[config.mk]
export PLATFORM = sky130hd
export DESIGN_NAME = ascs_action_sets
export DESIGN_NICKNAME = d
export VERILOG_FILES = /design/src/core/ascs_pkg.sv /design/src/core/ascs_action_sets.sv /design/src/core/ascs_pin_sync.sv
export SDC_FILE = /design/constraint.sdc
export NUM_CORES = 1
export LEC_CHECK = 0
export BUFFER_PORTS_ARGS = -buffer_cell sky130_fd_sc_hd__buf_2
export CAP_MARGIN = 25
export CORE_AREA = 4 4 111 113
export DETAILED_ROUTE_END_ITERATION = 10
export DIE_AREA = 0 0 115 117
export PLACE_DENSITY = 0.71
export RECOVER_POWER = 25
export SETUP_SLACK_MARGIN = 0.02
export SYNTH_ARGS = -nofsm -noshare
export SYNTH_HDL_FRONTEND = slang
export SYNTH_SLANG_ARGS = --single-unit
export TNS_END_PERCENT = 5
[constraint.sdc]
create_clock -name sys_clk -period 6.5 [get_ports sys_clk]
set_clock_uncertainty 0.05 [all_clocks]
set_input_delay 0.325 -clock sys_clk [delete_from_list [all_inputs] [get_ports sys_clk]]
set_output_delay 0.325 -clock sys_clk [all_outputs]
set_load 0.01 [all_outputs]
[src/core/ascs_pkg.sv]
// Package: constants and carrier types for the per-axis synchronous action sets
package ascs_pkg;

  // Host command codes for the four set parameter words
  localparam logic [7:0] CMD_SET0 = 8'h26;
  localparam logic [7:0] CMD_SET3 = 8'h29;

  // Field positions inside a set's parameter word
  localparam int TRIG_LSB   = 0;
  localparam int ACT_LSB    = 4;
  localparam int SETS_LSB   = 9;
  localparam int AXES_LSB   = 12;
  localparam int REPEAT_BIT = 15;

  // Parameter word value after reset
  localparam logic [15:0] MODE_RESET = 16'h0000;

  // Trigger select codes
  localparam logic [3:0] TRG_NONE      = 4'h0;
  localparam logic [3:0] TRG_COMPARE   = 4'h1;
  localparam logic [3:0] TRG_TIMER     = 4'h2;
  localparam logic [3:0] TRG_DRV_START = 4'h3;
  localparam logic [3:0] TRG_CONST_IN  = 4'h4;
  localparam logic [3:0] TRG_CONST_OUT = 4'h5;
  localparam logic [3:0] TRG_DRV_END   = 4'h6;
  localparam logic [3:0] TRG_SPL_START = 4'h7;
  localparam logic [3:0] TRG_SPL_END   = 4'h8;
  localparam logic [3:0] TRG_SPL_OUT   = 4'h9;
  localparam logic [3:0] TRG_PIN_RISE  = 4'ha;
  localparam logic [3:0] TRG_PIN_FALL  = 4'hb;
  localparam logic [3:0] TRG_LO_RISE   = 4'hc;
  localparam logic [3:0] TRG_HI_RISE   = 4'hd;
  localparam logic [3:0] TRG_LO_FALL   = 4'he;
  localparam logic [3:0] TRG_HI_FALL   = 4'hf;

  // Action select codes: none, pin pulse, reserved, last with a meaning
  localparam logic [4:0] ACT_NONE      = 5'h00;
  localparam logic [4:0] ACT_GP_PULSE  = 5'h09;
  localparam logic [4:0] ACT_RESERVED  = 5'h10;
  localparam logic [4:0] ACT_LAST      = 5'h18;

  // Compare, drive, timer and split events of the axis, one-cycle pulses
  typedef struct packed {
    logic [3:0] compareTrue;
    logic       timerUp;
    logic       driveStart;
    logic       constStart;
    logic       constEnd;
    logic       driveEnd;
    logic       splitStart;
    logic       splitEnd;
    logic       splitOut;
  } ascs_event_type;

  // Actions handed to the axis logic, one-cycle pulses
  typedef struct packed {
    logic [3:0]      fire;
    logic [3:0][4:0] code;
  } ascs_action_type;

endpackage

[src/core/ascs_action_sets.sv]
// Four synchronous action sets of one axis: trigger select, action issue, chaining
`timescale 1ns/1ns
`default_nettype none
// Summary of operation
// (RL1) Four sets, written by commands 26h-29h
// (RL2) Trigger select in word bits 3:0
// (RL3) Code 0 none, 1 compare, 2 timer
// (RL4) Codes 3-6 drive start, constant region, end
// (RL5) Codes 7-9 split start, end, each pulse
// (RL6) Codes A-F pin edges, C-F companion level qualified
// (RL7) Action select in word bits 8:4
// (RL8) Codes 01-04 load compare register into parameters
// (RL9) Codes 05-08 save values into compare register
// (RL10) Code 09 pulses the set's own pin
// (RL11) Codes 0A-0E start position or continuous drives
// (RL12) Code 0F relative drive by compare value
// (RL13) Codes 11-18 stops, speed, timer, split control
// (RL14) Bits 11:9 chain to other sets, rotating
// (RL15) Bits 14:12 chain set 0 of other axes
// (RL16) Bit 15 clear: disable after first firing
// (RL17) All word bits zero after reset
// (RL18) Action issued one cycle after trigger, enabled only
// (RL19) Unassigned action codes do nothing; here they still chain and still disable a one-shot set
module ascs_action_sets
  import ascs_pkg::*;
#(
  parameter int PINS = 8
)
(
  input  wire logic            sys_clk,
  input  wire logic            rst,
  input  wire logic            cmdWrite,
  input  wire logic [7:0]      cmdCode,
  input  wire logic [15:0]     paramWriteLow,
  input  wire logic [3:0]      enableWrite,
  input  wire ascs_event_type  events,
  input  wire logic [PINS-1:0] gpPinIn,
  input  wire logic            axisChainIn,
  output ascs_action_type      action,
  output logic [3:0]           gpPinOut,
  output logic [3:0]           gpPinOe,
  output logic [2:0]           chainOtherAxes,
  output logic [3:0]           setEnabled
);

  typedef struct packed {
    logic [3:0][15:0] mode;
    logic [3:0]       enabled;
    ascs_action_type  act;
    logic [3:0]       gpPulse;
    logic [2:0]       axisOut;
  } ascs_state_type;

  ascs_state_type st;
  ascs_state_type next_st;

  logic [PINS-1:0] pinLevel;
  logic [PINS-1:0] pinRise;
  logic [PINS-1:0] pinFall;

  // Filtered general-purpose pins, own and companion
  ascs_pin_sync #(
    .WIDTH (PINS)
  ) u_pin_sync (
    .sys_clk (sys_clk),
    .rst     (rst),
    .pinIn   (gpPinIn),
    .level   (pinLevel),
    .rise    (pinRise),
    .fall    (pinFall)
  );

  // Trigger decode for one set
  function automatic logic trigger_hit(input logic [3:0] sel, input int m);
    logic own;
    logic comp;
    own  = 1'b0;
    comp = pinLevel[(m + 4) % PINS];
    case (sel)
      TRG_NONE:      own = 1'b0;                         // [RL3]
      TRG_COMPARE:   own = events.compareTrue[m];        // [RL3]
      TRG_TIMER:     own = events.timerUp;               // [RL3]
      TRG_DRV_START: own = events.driveStart;            // [RL4]
      TRG_CONST_IN:  own = events.constStart;            // [RL4]
      TRG_CONST_OUT: own = events.constEnd;              // [RL4]
      TRG_DRV_END:   own = events.driveEnd;              // [RL4]
      TRG_SPL_START: own = events.splitStart;            // [RL5]
      TRG_SPL_END:   own = events.splitEnd;              // [RL5]
      TRG_SPL_OUT:   own = events.splitOut;              // [RL5]
      TRG_PIN_RISE:  own = pinRise[m];                   // [RL6]
      TRG_PIN_FALL:  own = pinFall[m];                   // [RL6]
      TRG_LO_RISE:   own = ~comp & pinRise[m];           // [RL6]
      TRG_HI_RISE:   own = comp & pinRise[m];            // [RL6]
      TRG_LO_FALL:   own = ~comp & pinFall[m];           // [RL6]
      TRG_HI_FALL:   own = comp & pinFall[m];            // [RL6]
      default:       own = 1'b0;
    endcase
    return own;
  endfunction

  // Action codes that carry a meaning
  function automatic logic action_valid(input logic [4:0] code);
    logic known;
    known = code != ACT_NONE;
    known = known && code != ACT_RESERVED;
    known = known && code <= ACT_LAST;                    // [RL19]
    return known;
  endfunction

  // Set index addressed by a command code, meaningful for 26h-29h only
  function automatic logic [1:0] word_index(input logic [7:0] code);
    logic [7:0] offset;
    offset = code - CMD_SET0;
    return offset[1:0];
  endfunction

  logic            wordWrite;
  logic [1:0]      wordSel;

  // Command decode: only the four set codes touch a word
  assign wordWrite = cmdWrite && cmdCode >= CMD_SET0 && cmdCode <= CMD_SET3; // [RL1]
  assign wordSel   = word_index(cmdCode);

  // Fields of each set's parameter word
  logic [3:0][3:0] trigSel;
  logic [3:0][4:0] actSel;
  logic [3:0][2:0] chainSets;
  logic [3:0][2:0] chainAxes;
  logic [3:0]      repeatFire;

  // Split every word once so the decode below reads named fields
  always_comb
  begin
    for (int m = 0; m < 4; m++)
    begin
      trigSel[m]    = st.mode[m][TRIG_LSB +: 4];          // [RL2]
      actSel[m]     = st.mode[m][ACT_LSB +: 5];           // [RL7]
      chainSets[m]  = st.mode[m][SETS_LSB +: 3];          // [RL14]
      chainAxes[m]  = st.mode[m][AXES_LSB +: 3];          // [RL15]
      repeatFire[m] = st.mode[m][REPEAT_BIT];             // [RL16]
    end
  end

  logic [3:0] hit;
  logic [3:0] chained;
  logic [3:0] fire;

  // Own triggers, set chaining and axis chaining
  always_comb
  begin
    chained = 4'h0;
    for (int m = 0; m < 4; m++)
      hit[m] = trigger_hit(trigSel[m], m);                // [RL2]
    // Chaining is one level deep: only own hits spread, so sets
    // pointing at each other cannot form a combinational loop
    for (int k = 0; k < 4; k++)
    begin
      for (int j = 1; j < 4; j++)
      begin
        if (hit[k] && st.enabled[k] && chainSets[k][j - 1])
          chained[(k + j) % 4] = 1'b1;                    // [RL14]
      end
    end
    chained[0] = chained[0] | axisChainIn;
    fire       = st.enabled & (hit | chained);          // [RL18]
  end

  // Next state: parameter writes, enables, issued actions
  always_comb
  begin
    next_st         = st;
    next_st.act     = '0;
    next_st.gpPulse = 4'h0;
    next_st.axisOut = 3'h0;
    for (int m = 0; m < 4; m++)
    begin
      if (fire[m])
      begin
        // Actions 01-0F and 11-18 go to the axis logic as a pulse with its code
        next_st.act.code[m] = actSel[m];                  // [RL7]
        next_st.act.fire[m] = action_valid(actSel[m]);    // [RL8] [RL9] [RL11] [RL12] [RL13]
        next_st.gpPulse[m]  = actSel[m] == ACT_GP_PULSE;  // [RL10]
        next_st.axisOut     = next_st.axisOut | chainAxes[m]; // [RL15]
        // A nop firing still counts as the one allowed firing
        if (!repeatFire[m])
          next_st.enabled[m] = 1'b0;                      // [RL16]
      end
      // Re-enable wins over a same-cycle one-shot disable
      if (enableWrite[m])
        next_st.enabled[m] = 1'b1;
    end
    // Parameter word write by command code
    // A write does not touch the enable: the host re-enables separately
    if (wordWrite)
      next_st.mode[wordSel] = paramWriteLow;              // [RL1]
  end

  // State register
  always_ff @(posedge sys_clk)
  begin
    if (rst)
    begin
      next_st_reset();
    end
    else
      st <= next_st;
  end

  // Reset values of every field
  task automatic next_st_reset();
    st.mode    <= {4{MODE_RESET}};                        // [RL17]
    st.enabled <= 4'h0;
    st.act     <= '0;
    st.gpPulse <= 4'h0;
    st.axisOut <= 3'h0;
  endtask

  // Outputs straight from the state register, gpPinOut tied low
  assign action         = st.act;
  assign gpPinOut       = 4'h0;                           // Pin pulled low
  assign gpPinOe        = st.gpPulse;                     // [RL10]
  assign chainOtherAxes = st.axisOut;
  assign setEnabled     = st.enabled;

endmodule
`default_nettype wire

[src/core/ascs_pin_sync.sv]
// Pin synchroniser with agreement filter and edge pulses
`timescale 1ns/1ns
`default_nettype none
module ascs_pin_sync
  import ascs_pkg::*;
#(
  parameter int WIDTH = 8
)
(
  input  wire logic             sys_clk,
  input  wire logic             rst,
  input  wire logic [WIDTH-1:0] pinIn,
  output logic      [WIDTH-1:0] level,
  output logic      [WIDTH-1:0] rise,
  output logic      [WIDTH-1:0] fall
);

  typedef struct packed {
    logic [WIDTH-1:0] s1;
    logic [WIDTH-1:0] s2;
    logic [WIDTH-1:0] s3;
    logic [WIDTH-1:0] level;
    logic [WIDTH-1:0] rise;
    logic [WIDTH-1:0] fall;
  } ascs_sync_type;

  ascs_sync_type st;
  ascs_sync_type next_st;

  // Accept a new level only once stages two and three agree
  always_comb
  begin
    next_st    = st;
    next_st.s1 = pinIn;
    next_st.s2 = st.s1;
    next_st.s3 = st.s2;
    for (int i = 0; i < WIDTH; i++)
    begin
      next_st.rise[i] = 1'b0;
      next_st.fall[i] = 1'b0;
      if (st.s2[i] == st.s3[i] && st.s3[i] != st.level[i])
      begin
        next_st.level[i] = st.s3[i];
        next_st.rise[i]  = st.s3[i];
        next_st.fall[i]  = ~st.s3[i];
      end
    end
  end

  // State register
  always_ff @(posedge sys_clk)
  begin
    if (rst)
      st <= '0;
    else
      st <= next_st;
  end

  assign level = st.level;
  assign rise  = st.rise;
  assign fall  = st.fall;

endmodule
`default_nettype wire

==> results of run 1 <==
stage by stage:
step	worst slack [ns]	std cells
5_1_grt	2.01	778
3_5_place_dp	3.69	751
4_1_cts	3.67	778
6_report	2.45	778
3_3_place_gp	3.72	750
2_1_floorplan	4.07	586
metal layers:
metal,wire (microns),share of wire,track usage
met1,5250,0.43,0.229
met2,6100,0.50,0.320
met3,687,0.057,0.0602
met4,93,0.0077,0.0720
met5,0,0,0
logic make-up (layout without fill, tap and decap cells):
group | count (synthesis) | after routing
compound gates | 89 | 89
mux | 54 | 54
buf+inv | 75 | 124
simple gates | 221 | 221
xor+xnor | 4 | 4
flops | 139 | 139
other cells | 1 | 4
power by group:
group          leakage [nW]  total (mW)  internal, mW  switching (mW)
clock                 0.254       0.851         0.532           0.318
combinational          1.04      0.0612        0.0235          0.0377
sequential             1.12       0.868         0.862         0.00599
layout by cell type (no fill, tap or decap), drive strengths merged, types with 2 or more instances in the layout:
cell type	instances
a21oi	44
or4	5
and3b	4
clkbuf	61
clkinv	3
nand3	5
and3	8
nand3b	5
xor2	3
nor2	38
o22ai	3
nand2b	3
a22o	3
or3b	2
a2111oi	3
buf	51
nor2b	26
mux2i	48
and2	23
a211oi	2
a221o	3
nor3	3
nor4b	8
o311ai	6
and4b	2
mux4	3
o21ai	11
a311oi	3
nand2	84
nor3b	2
mux2	3
dfxtp	139
conb	4
inv	8
state kept, by name, indices dropped and copies added, names as in the netlist, 8 cells and up:
register and flops:
action 24, actSel 20, st 16, u_pin_sync.next_st 16, chainAxes 12, chainSets 12
u_pin_sync.level 8, u_pin_sync.st 8
worst max-delay path, stage by stage:
cell and delay (ns):
clkbuf_1 1.21, clkbuf_1 2.20, nor2b_1 0.22, and3b_1 0.33
layout make-up:
type | count | area, sq um
Clock inverter | 4 | 45.0
Timing Repair Buffer | 89 | 404
Tap cell | 143 | 179
Sequential cell | 139 | 2780
Inverter | 8 | 30.0
Fill cell | 1015 | 5030
Clock buffer | 23 | 468
Multi-Input combinational cell | 372 | 2380
synthesized netlist by cell type (4+ instances only):
master	instances	area [sq um]
dfxtp_1	139	2780
nand2_1	84	315
mux2i_1	48	480
a21oi_1	44	220
buf_4	39	293
nor2_1	38	143
nor2b_1	26	163
clkbuf_1	23	86.3
and2_1	22	138
o21ai_0	11	55.1
and3_1	8	50.1
inv_1	8	30.0
nor4b_1	8	70.1
nand3_1	5	25.0
nand3b_1	5	37.5
o311ai_0	5	43.8
and3b_1	4	35.0
or4_1	4	30.0
worst max-delay path by stage:
stage / start / endpoint / slack [ns]
global placement: st[68] / chainOtherAxes[1] / 3.72
CTS: st[68] / chainOtherAxes[1] / 3.67
finish: rst / u_pin_sync.rise[2] / 2.45
detailed placement: st[68] / chainOtherAxes[0] / 3.69
global route: rst / u_pin_sync.rise[2] / 2.01
floorplan: st[52] / chainOtherAxes[0] / 4.07
==> impl_metrics.env, run 1 <==
export IMPL_synth_compound_area_frac=0.108
export IMPL_root_buffer="clkbuf_16"
export IMPL_synth_adder_area_share=0
export IMPL_grt_pass1_wl_microns=19600
export IMPL_yosysWarnings=0
export IMPL_die_w_microns=115
export IMPL_worst_setup_path_start_kind="input pin"
export IMPL_n_antenna_cell=0
export IMPL_hold_depth=2
export IMPL_final_layout_size_suffix_gt1_frac=0.142
export IMPL_ios=91
export IMPL_numCtsBuffers=17
export IMPL_yosysSeqAreaShare=0.496
export IMPL_final_area_sq_um=6290
export IMPL_num_vias=4115
export IMPL_total_power_mw=1.78
export IMPL_nNetsFinal=679
export IMPL_synth_top_family_by_area="simple AND/OR/NAND/NOR gates"
export IMPL_antenna_found_initial=0
export IMPL_clockBufferDepth=2
export IMPL_yosys_area_share_xor_xnor=0.00625
export IMPL_reg2reg_to="chainOtherAxes[1]"
export IMPL_cp_arrival_ns=4.31
export IMPL_hold_slack_ns=0.0683
export IMPL_worstPathMaxFanout=72
export IMPL_hold_start="gpPinIn[2]"
export IMPL_cts_num_sinks=139
export IMPL_maxSlewHeadroom=-0.984
export IMPL_core_area_sq_um=11300
export IMPL_die_h_microns=117
export IMPL_synthMuxAreaShare=0.104
export IMPL_r2r_start="st[68]"
export IMPL_cts_setup_buffers=0
export IMPL_synthSimpleGateAreaFrac=0.205
export IMPL_overflow=0
export IMPL_ys_seq_elements=139
export IMPL_cts_resized=0
export IMPL_final_antenna_net_count=0
export IMPL_synth_edf_count=0
export IMPL_fin_crit_ns=4.05
export IMPL_outcome="finished, violations left"
export IMPL_wl_per_cell_microns=15.6
export IMPL_grt_max_degree=73
export IMPL_rr_worst_depth=6
export IMPL_critPathKind="in -> reg"
export IMPL_power_density_nw_per_um2=283
export IMPL_holdBufCountCts=0
export IMPL_rrSetupSlack_ns=3.58
export IMPL_holdPathEnd="u_pin_sync.next_st[34]"
export IMPL_first_pass_iters=4
export IMPL_num_rows=39
export IMPL_p_leak_nw=2.42
export IMPL_postSynthCellCount=583
export IMPL_io_buffers=86
export IMPL_postSynthAreaPerCell_sq_um=9.62
export IMPL_violations="max-capacitance violations, max-slew violations"
export IMPL_max_freq_ghz=0.247
export IMPL_start_util=0.495
export IMPL_tns_ns=0
export IMPL_syn_to_final_growth_pct=12.2
export IMPL_cts_htree_levels=4
export IMPL_rsz0062_at_grt="no"
export IMPL_critPathRequiredTime_ns=6.76
export IMPL_postPlaceCellArea_sq_um=5840
export IMPL_setup_viol=0
export IMPL_maxCapViolCount=2
export IMPL_place_hpwl_microns=8490
export IMPL_wirelength_microns=12100
export IMPL_cts_tree="yes"
export IMPL_viasPerCell=5.29
export IMPL_fin_util=0.556
export IMPL_syn_cell_area_sq_um=5610
export IMPL_async_flop_share=0
export IMPL_drc=0
export IMPL_worst_slew_pin_slew_ns=2.98
export IMPL_synth_distinct_cells=59
export IMPL_post_route_period_util=0.623
export IMPL_worst_setup_path_end_kind="flop"
export IMPL_final_max_slew_viol_count=111
export IMPL_globalplace_congestion=0.840
export IMPL_grt_total_usage=0.190
export IMPL_drtIter0Drc=255
export IMPL_clk_pin_slew_ns=0.05
export IMPL_ir_worst_vdd_v=0.000293
export IMPL_final_hold_viol_count=0
export IMPL_clock_latency_ns=0.42
export IMPL_hold_path_class="in -> reg"
export IMPL_fp_dieArea_sq_um=13500
export IMPL_grt_pass1_vias=3929
export IMPL_synth_main_ff_cell="dfxtp_1"
(Power assumes the default switching activity.)
==> run 2: changes to the inputs <==
ABC_AREA = 1   (was unset)
CORE_AREA = 4 4 115 117   (was 4 4 111 113)
DIE_AREA = 0 0 119 121   (was 0 0 115 117)
PLACE_DENSITY = 0.7   (was 0.71)
clock period = 4.1 ns   (was 6.5 ns; I/O delays follow)
==> run 2 against run 1 <==
Against the previous run: the run still ends with max-capacitance violations, max-slew violations left; synthesized cell count rose by 32%; non-clock buffer count rose by 13; global-route usage is 0.33 points lower; total power increased by 71%; sequential power up 59%; critical path depth increased by 1; first-iteration DRC count is 84% higher; clock power rose by 81%; routed wire length is 6.0% higher; flip-flop and latch count stayed put; final cell count increased by 29%; critical endpoint is now action[23]; largest cell class unchanged.
==> impl_metrics.env, run 2 <==
export IMPL_timing_final_ws_setup_ns=1.73
export IMPL_final_common_cell="dfxtp_1"
export IMPL_cts_num_sinks=139
export IMPL_pre_cts_slack_ns=1.74
export IMPL_maxSlewHeadroom=-0.646
export IMPL_first_pass_iters=6
export IMPL_fillers=1165
export IMPL_p_sw_frac=0.203
export IMPL_synth_commonest_cells="dfxtp_1, nor2_1, inv_1, nand2_1, nand3_1"
export IMPL_wirelength_microns=12800
export IMPL_violations="max-capacitance violations, max-slew violations"
export IMPL_hold_path_class="in -> reg"
export IMPL_synth_main_ff_cell="dfxtp_1"
export IMPL_overflow=0
export IMPL_worst_setup_path_end_kind="flop"
export IMPL_postPlaceCellArea_sq_um=6130
export IMPL_hold_start="paramWriteLow[9]"
export IMPL_num_vias=4845
export IMPL_ir_worst_vdd_v=0.000275
export IMPL_postSynthAreaPerCell_sq_um=7.73
export IMPL_final_area_sq_um=6880
export IMPL_drc=0
export IMPL_largest_register_ffs=24
export IMPL_yosysWarnings=0
export IMPL_rr_worst_depth=13
export IMPL_outcome="finished, violations left"
export IMPL_synth_edf_count=0
export IMPL_ios=91
export IMPL_async_flop_share=0
export IMPL_synth_distinct_cells=32
export IMPL_syn_cell_area_sq_um=5960
export IMPL_critPathKind="in -> reg"
export IMPL_multi_input_area_sq_um=2270
export IMPL_maxCapViolCount=2
export IMPL_ff_latch_area_sq_um=2780
export IMPL_cts_tree="yes"
export IMPL_dp_cells=959
export IMPL_core_area_sq_um=12400
export IMPL_internal_power_mw=2.42
export IMPL_setup_viol=0
export IMPL_final_hold_viol_count=0
export IMPL_seq_power_share=0.455
export IMPL_yosysTopAreaCell="dfxtp_1"
export IMPL_p_leak_nw=2.86
export IMPL_layoutNonFillerInstCount=1002
export IMPL_critPathRequiredTime_ns=4.39
export IMPL_postSynthCellCount=771
export IMPL_max_freq_ghz=0.422
export IMPL_fin_crit_ns=2.37
export IMPL_final_max_slew_viol_count=107
export IMPL_yosysMostFrequentCell="dfxtp_1"
export IMPL_wl_per_cell_microns=12.8
export IMPL_start_util=0.482
export IMPL_nNetsFinal=872
export IMPL_die_h_microns=121
export IMPL_post_route_period_util=0.578
export IMPL_worst_setup_path_start_kind="input pin"
export IMPL_viasPerCell=4.84
export IMPL_worst_slew_pin_slew_ns=2.47
export IMPL_globalplace_congestion=0.834
export IMPL_yosysSeqAreaShare=0.467
export IMPL_clk_pin_slew_ns=0.06
export IMPL_numCtsBuffers=17
export IMPL_drtIter0Drc=468
export IMPL_worstPathMaxFanout=50
export IMPL_n_antenna_cell=0
export IMPL_place_hpwl_microns=8930
export IMPL_grt_pass1_vias=4469
export IMPL_final_layout_size_suffix_gt1_frac=0.177
export IMPL_grt_total_usage=0.187
export IMPL_ys_seq_elements=139
export IMPL_syn_to_final_growth_pct=15.4
export IMPL_rsz0062_at_grt="no"
export IMPL_hold_depth=3
export IMPL_p_clk_frac=0.507
export IMPL_power_density_nw_per_um2=441
export IMPL_clock_latency_ns=0.41
export IMPL_cts_htree_levels=4
export IMPL_netSwitchingPower_uw=616
export IMPL_yosysTopAreaCellShare=0.467
export IMPL_tns_ns=0
export IMPL_clockBufferDepth=2
export IMPL_grt_pass1_wl_microns=21300
export IMPL_die_w_microns=119
export IMPL_root_buffer="clkbuf_16"
export IMPL_io_buffers=86
export IMPL_holdPathEnd="chainSets[6]"
export IMPL_reg2reg_to="chainOtherAxes[0]"
export IMPL_final_antenna_net_count=0
export IMPL_antenna_found_initial=0
export IMPL_synth_area_leaders="dfxtp_1, nor2_1, inv_1, nand3_1, buf_4"
export IMPL_grt_max_degree=56
export IMPL_r2r_start="st[36]"
export IMPL_rrSetupSlack_ns=1.80
export IMPL_fp_dieArea_sq_um=14400
export IMPL_num_rows=41
export IMPL_comb_power_share=0.038
export IMPL_most_common_layout_cells="dfxtp_1, nor2_1, inv_1"
export IMPL_cts_setup_buffers=0
export IMPL_cp_arrival_ns=2.65
run 2: changes by cell type in the layout (fill, tap and decap cells not counted), sizes merged, moves of 11 or more:
cell,change
inv,+101
nor2,+85
nand3,+74
mux2i,-48
o21ai,+38
buf,+32
clkbuf,-32
nor2b,-26
and2,-23
a211oi,+18
nand4,+13
dlygate4sd3,+12
a21oi,+11
run 2: worst max path at each step:
| stage | from | to | slack, ns | cells after the start |
|---|---|---|---|---|
| 2_1_floorplan | st[35] | chainOtherAxes[0] | 2.55 | 14 |
| 5_1_grt | rst | u_pin_sync.level[3] | 1.44 | 4 |
| 4_1_cts | st[36] | chainOtherAxes[0] | 1.89 | 13 |
| 3_3_place_gp | cmdCode[4] | actSel[19] | 1.85 | 8 |
| 6_report | rst | action[23] | 1.73 | 5 |
| 3_5_place_dp | cmdCode[4] | actSel[11] | 1.74 | 7 |
run 2: critical path, cell delays in order:
cell and delay (ns):
buf_2 0.11, inv_1 0.20, clkbuf_1 1.48, nand3_2 0.41, a21oi_2 0.22
run 2: logic make-up (layout without fill, tap and decap cells):
kind of cell | after synthesis | count (layout) | synth area share
other | 1 | 4 | 0.000629
and+or+nand+nor | 314 | 314 | 0.253
DFF | 139 | 139 | 0.467
AOI/OAI and AO/OA | 133 | 133 | 0.126
buffers and inverters | 184 | 240 | 0.154
run 2: power by group through the flow:
stage          Clock [mW]  Combinational (mW)  Sequential, mW
4_1_cts              1.57               0.115            1.38
2_1_floorplan           0              0.0677            1.40
5_1_grt              1.63               0.129            1.38
3_3_place_gp            0               0.105            1.41
6_report             1.54               0.115            1.38
3_5_place_dp            0               0.106            1.41
run 2: per-layer routing:
metal,track usage,routed length [microns],part of all wire
met5,0,0,0
met2,0.298,5900,0.46
met3,0.0420,669,0.052
met4,0.0999,378,0.029
met1,0.236,5900,0.46
run 2: final cells by class:
cell class / instances / area share
flip-flops and latches: 139 / 0.405
inverters: 109 / 0.0606
clock inverters: 7 / 0.0167
clock buffers: 22 / 0.0704
repair buffers: 102 / 0.0864
well taps: 172 / 0.0313
multi-input cells: 451 / 0.330
run 2: repair_timing:
item | 4_1_cts | 5_1_grt
gates resized for setup | 0 | 0
endpoints found under the hold margin | 12 | 0
hold buffers | 12 | 0
run 2: metrics by stage:
step            util  total power, mW  hold WS (ns)
2_1_floorplan      -             1.47         0.262
4_1_cts        0.554             3.07        0.0142
5_1_grt        0.556             3.14        0.0312
3_5_place_dp   0.496             1.52         0.346
6_report       0.556             3.03        0.0303
3_3_place_gp   0.496             1.51         0.339
==> run 3: changes to the inputs <==
ABC_AREA = 0   (was 1)
CORE_AREA = 4 4 111 113   (was 4 4 115 117)
DIE_AREA = 0 0 115 117   (was 0 0 119 121)
PLACE_DENSITY = 0.74   (was 0.7)
clock period = 2.1 ns   (was 4.1 ns; I/O delays follow)
==> run 3 against run 2 <==
Against the previous run: core utilization increased by 7.8 points; worst setup slack lost 2.1 ns; combinational power increased by 130%; critical endpoint is now chainOtherAxes[2]; the run ends with negative setup slack left; clock-buffer cell count unchanged; via count decreased by 6.9%.
==> impl_metrics.env, run 3 (synthesis results as in run 1) <==
export IMPL_place_hpwl_microns=9140
export IMPL_r2r_start="st[52]"
export IMPL_grt_pass1_wl_microns=21300
export IMPL_final_max_slew_viol_count=0
export IMPL_hold_depth=3
export IMPL_power_density_nw_per_um2=844
export IMPL_nNetsFinal=748
export IMPL_root_buffer="clkbuf_16"
export IMPL_max_freq_ghz=0.406
export IMPL_holdPathEnd="action[0]"
export IMPL_cts_tree="yes"
export IMPL_ff_latch_area_sq_um=2790
export IMPL_drtIter0Drc=291
export IMPL_critPathKind="reg -> reg"
export IMPL_post_route_period_util=1.17
export IMPL_die_h_microns=117
export IMPL_worst_slew_pin_slew_ns=0.664
export IMPL_drc=0
export IMPL_cts_htree_levels=4
export IMPL_io_buffers=86
export IMPL_start_util=0.495
export IMPL_clk_pin_slew_ns=0.06
export IMPL_outcome="finished, violations left"
export IMPL_ir_worst_vdd_v=0.000768
export IMPL_rrSetupSlack_ns=-0.36
export IMPL_largest_register_ffs=24
export IMPL_crit_path_frequent_cell="a311oi_2"
export IMPL_hold_path_class="in -> reg"
export IMPL_netSwitchingPower_mw=1.25
export IMPL_core_area_sq_um=11300
export IMPL_cts_num_sinks=139
export IMPL_cp_arrival_ns=2.72
export IMPL_clockBufferDepth=2
export IMPL_globalplace_congestion=0.877
export IMPL_grt_max_degree=40
export IMPL_grt_pass1_vias=4475
export IMPL_tns_ns=-5.89
export IMPL_die_w_microns=115
export IMPL_p_sw_frac=0.206
export IMPL_worst_setup_path_start_kind="flop"
export IMPL_overflow=0
export IMPL_viasPerCell=5.29
export IMPL_fp_dieArea_sq_um=13500
export IMPL_final_layout_size_suffix_gt1_frac=0.281
export IMPL_total_power_mw=6.06
export IMPL_crit_slowest_cell="or4_4"
export IMPL_numCtsBuffers=17
export IMPL_final_area_sq_um=7180
export IMPL_grt_total_usage=0.204
export IMPL_internal_power_mw=4.81
export IMPL_p_leak_nw=3.00
export IMPL_p_clk_frac=0.515
export IMPL_final_antenna_net_count=0
export IMPL_cp_top_family="compound AO/OA/AOI/OAI gates"
export IMPL_clock_latency_ns=0.42
export IMPL_n_antenna_cell=0
export IMPL_wl_per_cell_microns=15.6
export IMPL_setup_viol=27
export IMPL_final_common_cell="dfxtp_1"
export IMPL_final_hold_viol_count=0
export IMPL_rr_worst_depth=7
export IMPL_cp_cell_sequence="mux2i_1, o22ai_1, or4_4, a311oi_2, a311oi_2, a22o_1, a221o_1"
export IMPL_cp_num_buf_inv=0
export IMPL_first_pass_iters=4
export IMPL_hold_slack_ns=0.0853
export IMPL_worst_setup_path_end_kind="flop"
export IMPL_most_common_layout_cells="dfxtp_1, buf_2, nand2_1"
export IMPL_violations="negative setup slack"
export IMPL_antenna_found_initial=1
export IMPL_syn_to_final_growth_pct=28.1
export IMPL_hold_start="rst"
export IMPL_rsz0062_at_grt="yes"
export IMPL_wirelength_microns=13300
export IMPL_ios=91
export IMPL_maxSlewHeadroom=0.557
export IMPL_seq_power_share=0.442
export IMPL_critPathRequiredTime_ns=2.36
export IMPL_fillers=933
export IMPL_fin_crit_ns=2.46
export IMPL_cts_setup_buffers=0
export IMPL_dp_cells=791
export IMPL_reg2reg_to="chainOtherAxes[2]"
export IMPL_slowest_delay_ns=0.56
export IMPL_multi_input_area_sq_um=2500
export IMPL_layoutNonFillerInstCount=852
export IMPL_num_rows=39
export IMPL_num_vias=4510
export IMPL_maxCapViolCount=0
export IMPL_postPlaceCellArea_sq_um=6160
export IMPL_comb_power_share=0.043
export IMPL_timing_final_ws_setup_ns=-0.364
export IMPL_worstPathMaxFanout=7
run 3: changes by cell type in the layout (fill, tap and decap cells not counted), moves of 17 or more:
| cell | before | now |
|---|---|---|
| nor2_1 | 118 | 38 |
| nand3_1 | 69 | 5 |
| mux2i_1 | 0 | 48 |
| buf_4 | 0 | 43 |
| inv_1 | 103 | 8 |
| o21ai_0 | 49 | 10 |
| nor2b_1 | 0 | 26 |
| dlygate4sd3_1 | 12 | 29 |
| and2_1 | 0 | 17 |
| a211oi_1 | 20 | 2 |
run 3: timing repair:
item                                    in CTS  in global routing
endpoints found under the setup margin      35                 35
resized for setup                           15                  8
hold buffers                                29                  0
pin swaps                                   14                  4
hold endpoints to repair                    70                  0
run 3: stage by stage:
stage                     setup slack, ns   util
final                              -0.364  0.634
after global routing               -0.467  0.634
after CTS                          -0.357  0.631
after detailed placement           -0.411  0.544
after global placement             -0.345  0.544
after floorplan                    -0.261      -
run 3: routing by layer:
| layer | share of wire | track usage | vias up |
|---|---|---|---|
| met5 | 0.00098 | 0 | - |
| met4 | 0.027 | 0.103 | 2 |
| met3 | 0.062 | 0.0494 | 31 |
| met1 | 0.40 | 0.229 | 2154 |
| met2 | 0.51 | 0.359 | 131 |
| li1 | - | - | 2192 |
run 3: worst max path at each step:
| stage | startpoint | to | depth (start not counted) |
|---|---|---|---|
| 5_1_grt | st[52] | chainOtherAxes[1] | 7 |
| 2_1_floorplan | st[52] | chainOtherAxes[0] | 8 |
| 6_report | st[52] | chainOtherAxes[2] | 7 |
| 4_1_cts | st[52] | chainOtherAxes[2] | 7 |
| 3_3_place_gp | st[52] | chainOtherAxes[0] | 7 |
| 3_5_place_dp | st[52] | chainOtherAxes[2] | 7 |
run 3: cell type report:
cell class,count,share of cell area
Tap cell,143,0.0249
Timing Repair Buffer,158,0.145
Sequential cell,139,0.389
Clock inverter,10,0.0190
Inverter,8,0.00418
Multi-Input combinational cell,372,0.349
Clock buffer,22,0.0688
run 3: worst min-delay path: cells and delay by family:
kind                   cells  cell delay, ns
AND/OR/NAND/NOR            1            0.16
buffers and inverters      1            0.14
AO/OA/AOI/OAI              1            0.09
run 3: power groups by stage:
| stage | clock network [mW] | registers, mW | logic, mW |
|---|---|---|---|
| 2_1_floorplan | 0 | 2.73 | 0.0997 |
| 3_3_place_gp | 0 | 2.74 | 0.206 |
| 3_5_place_dp | 0 | 2.74 | 0.209 |
| 4_1_cts | 3.16 | 2.68 | 0.255 |
| 5_1_grt | 3.29 | 2.68 | 0.282 |
| 6_report | 3.12 | 2.68 | 0.260 |
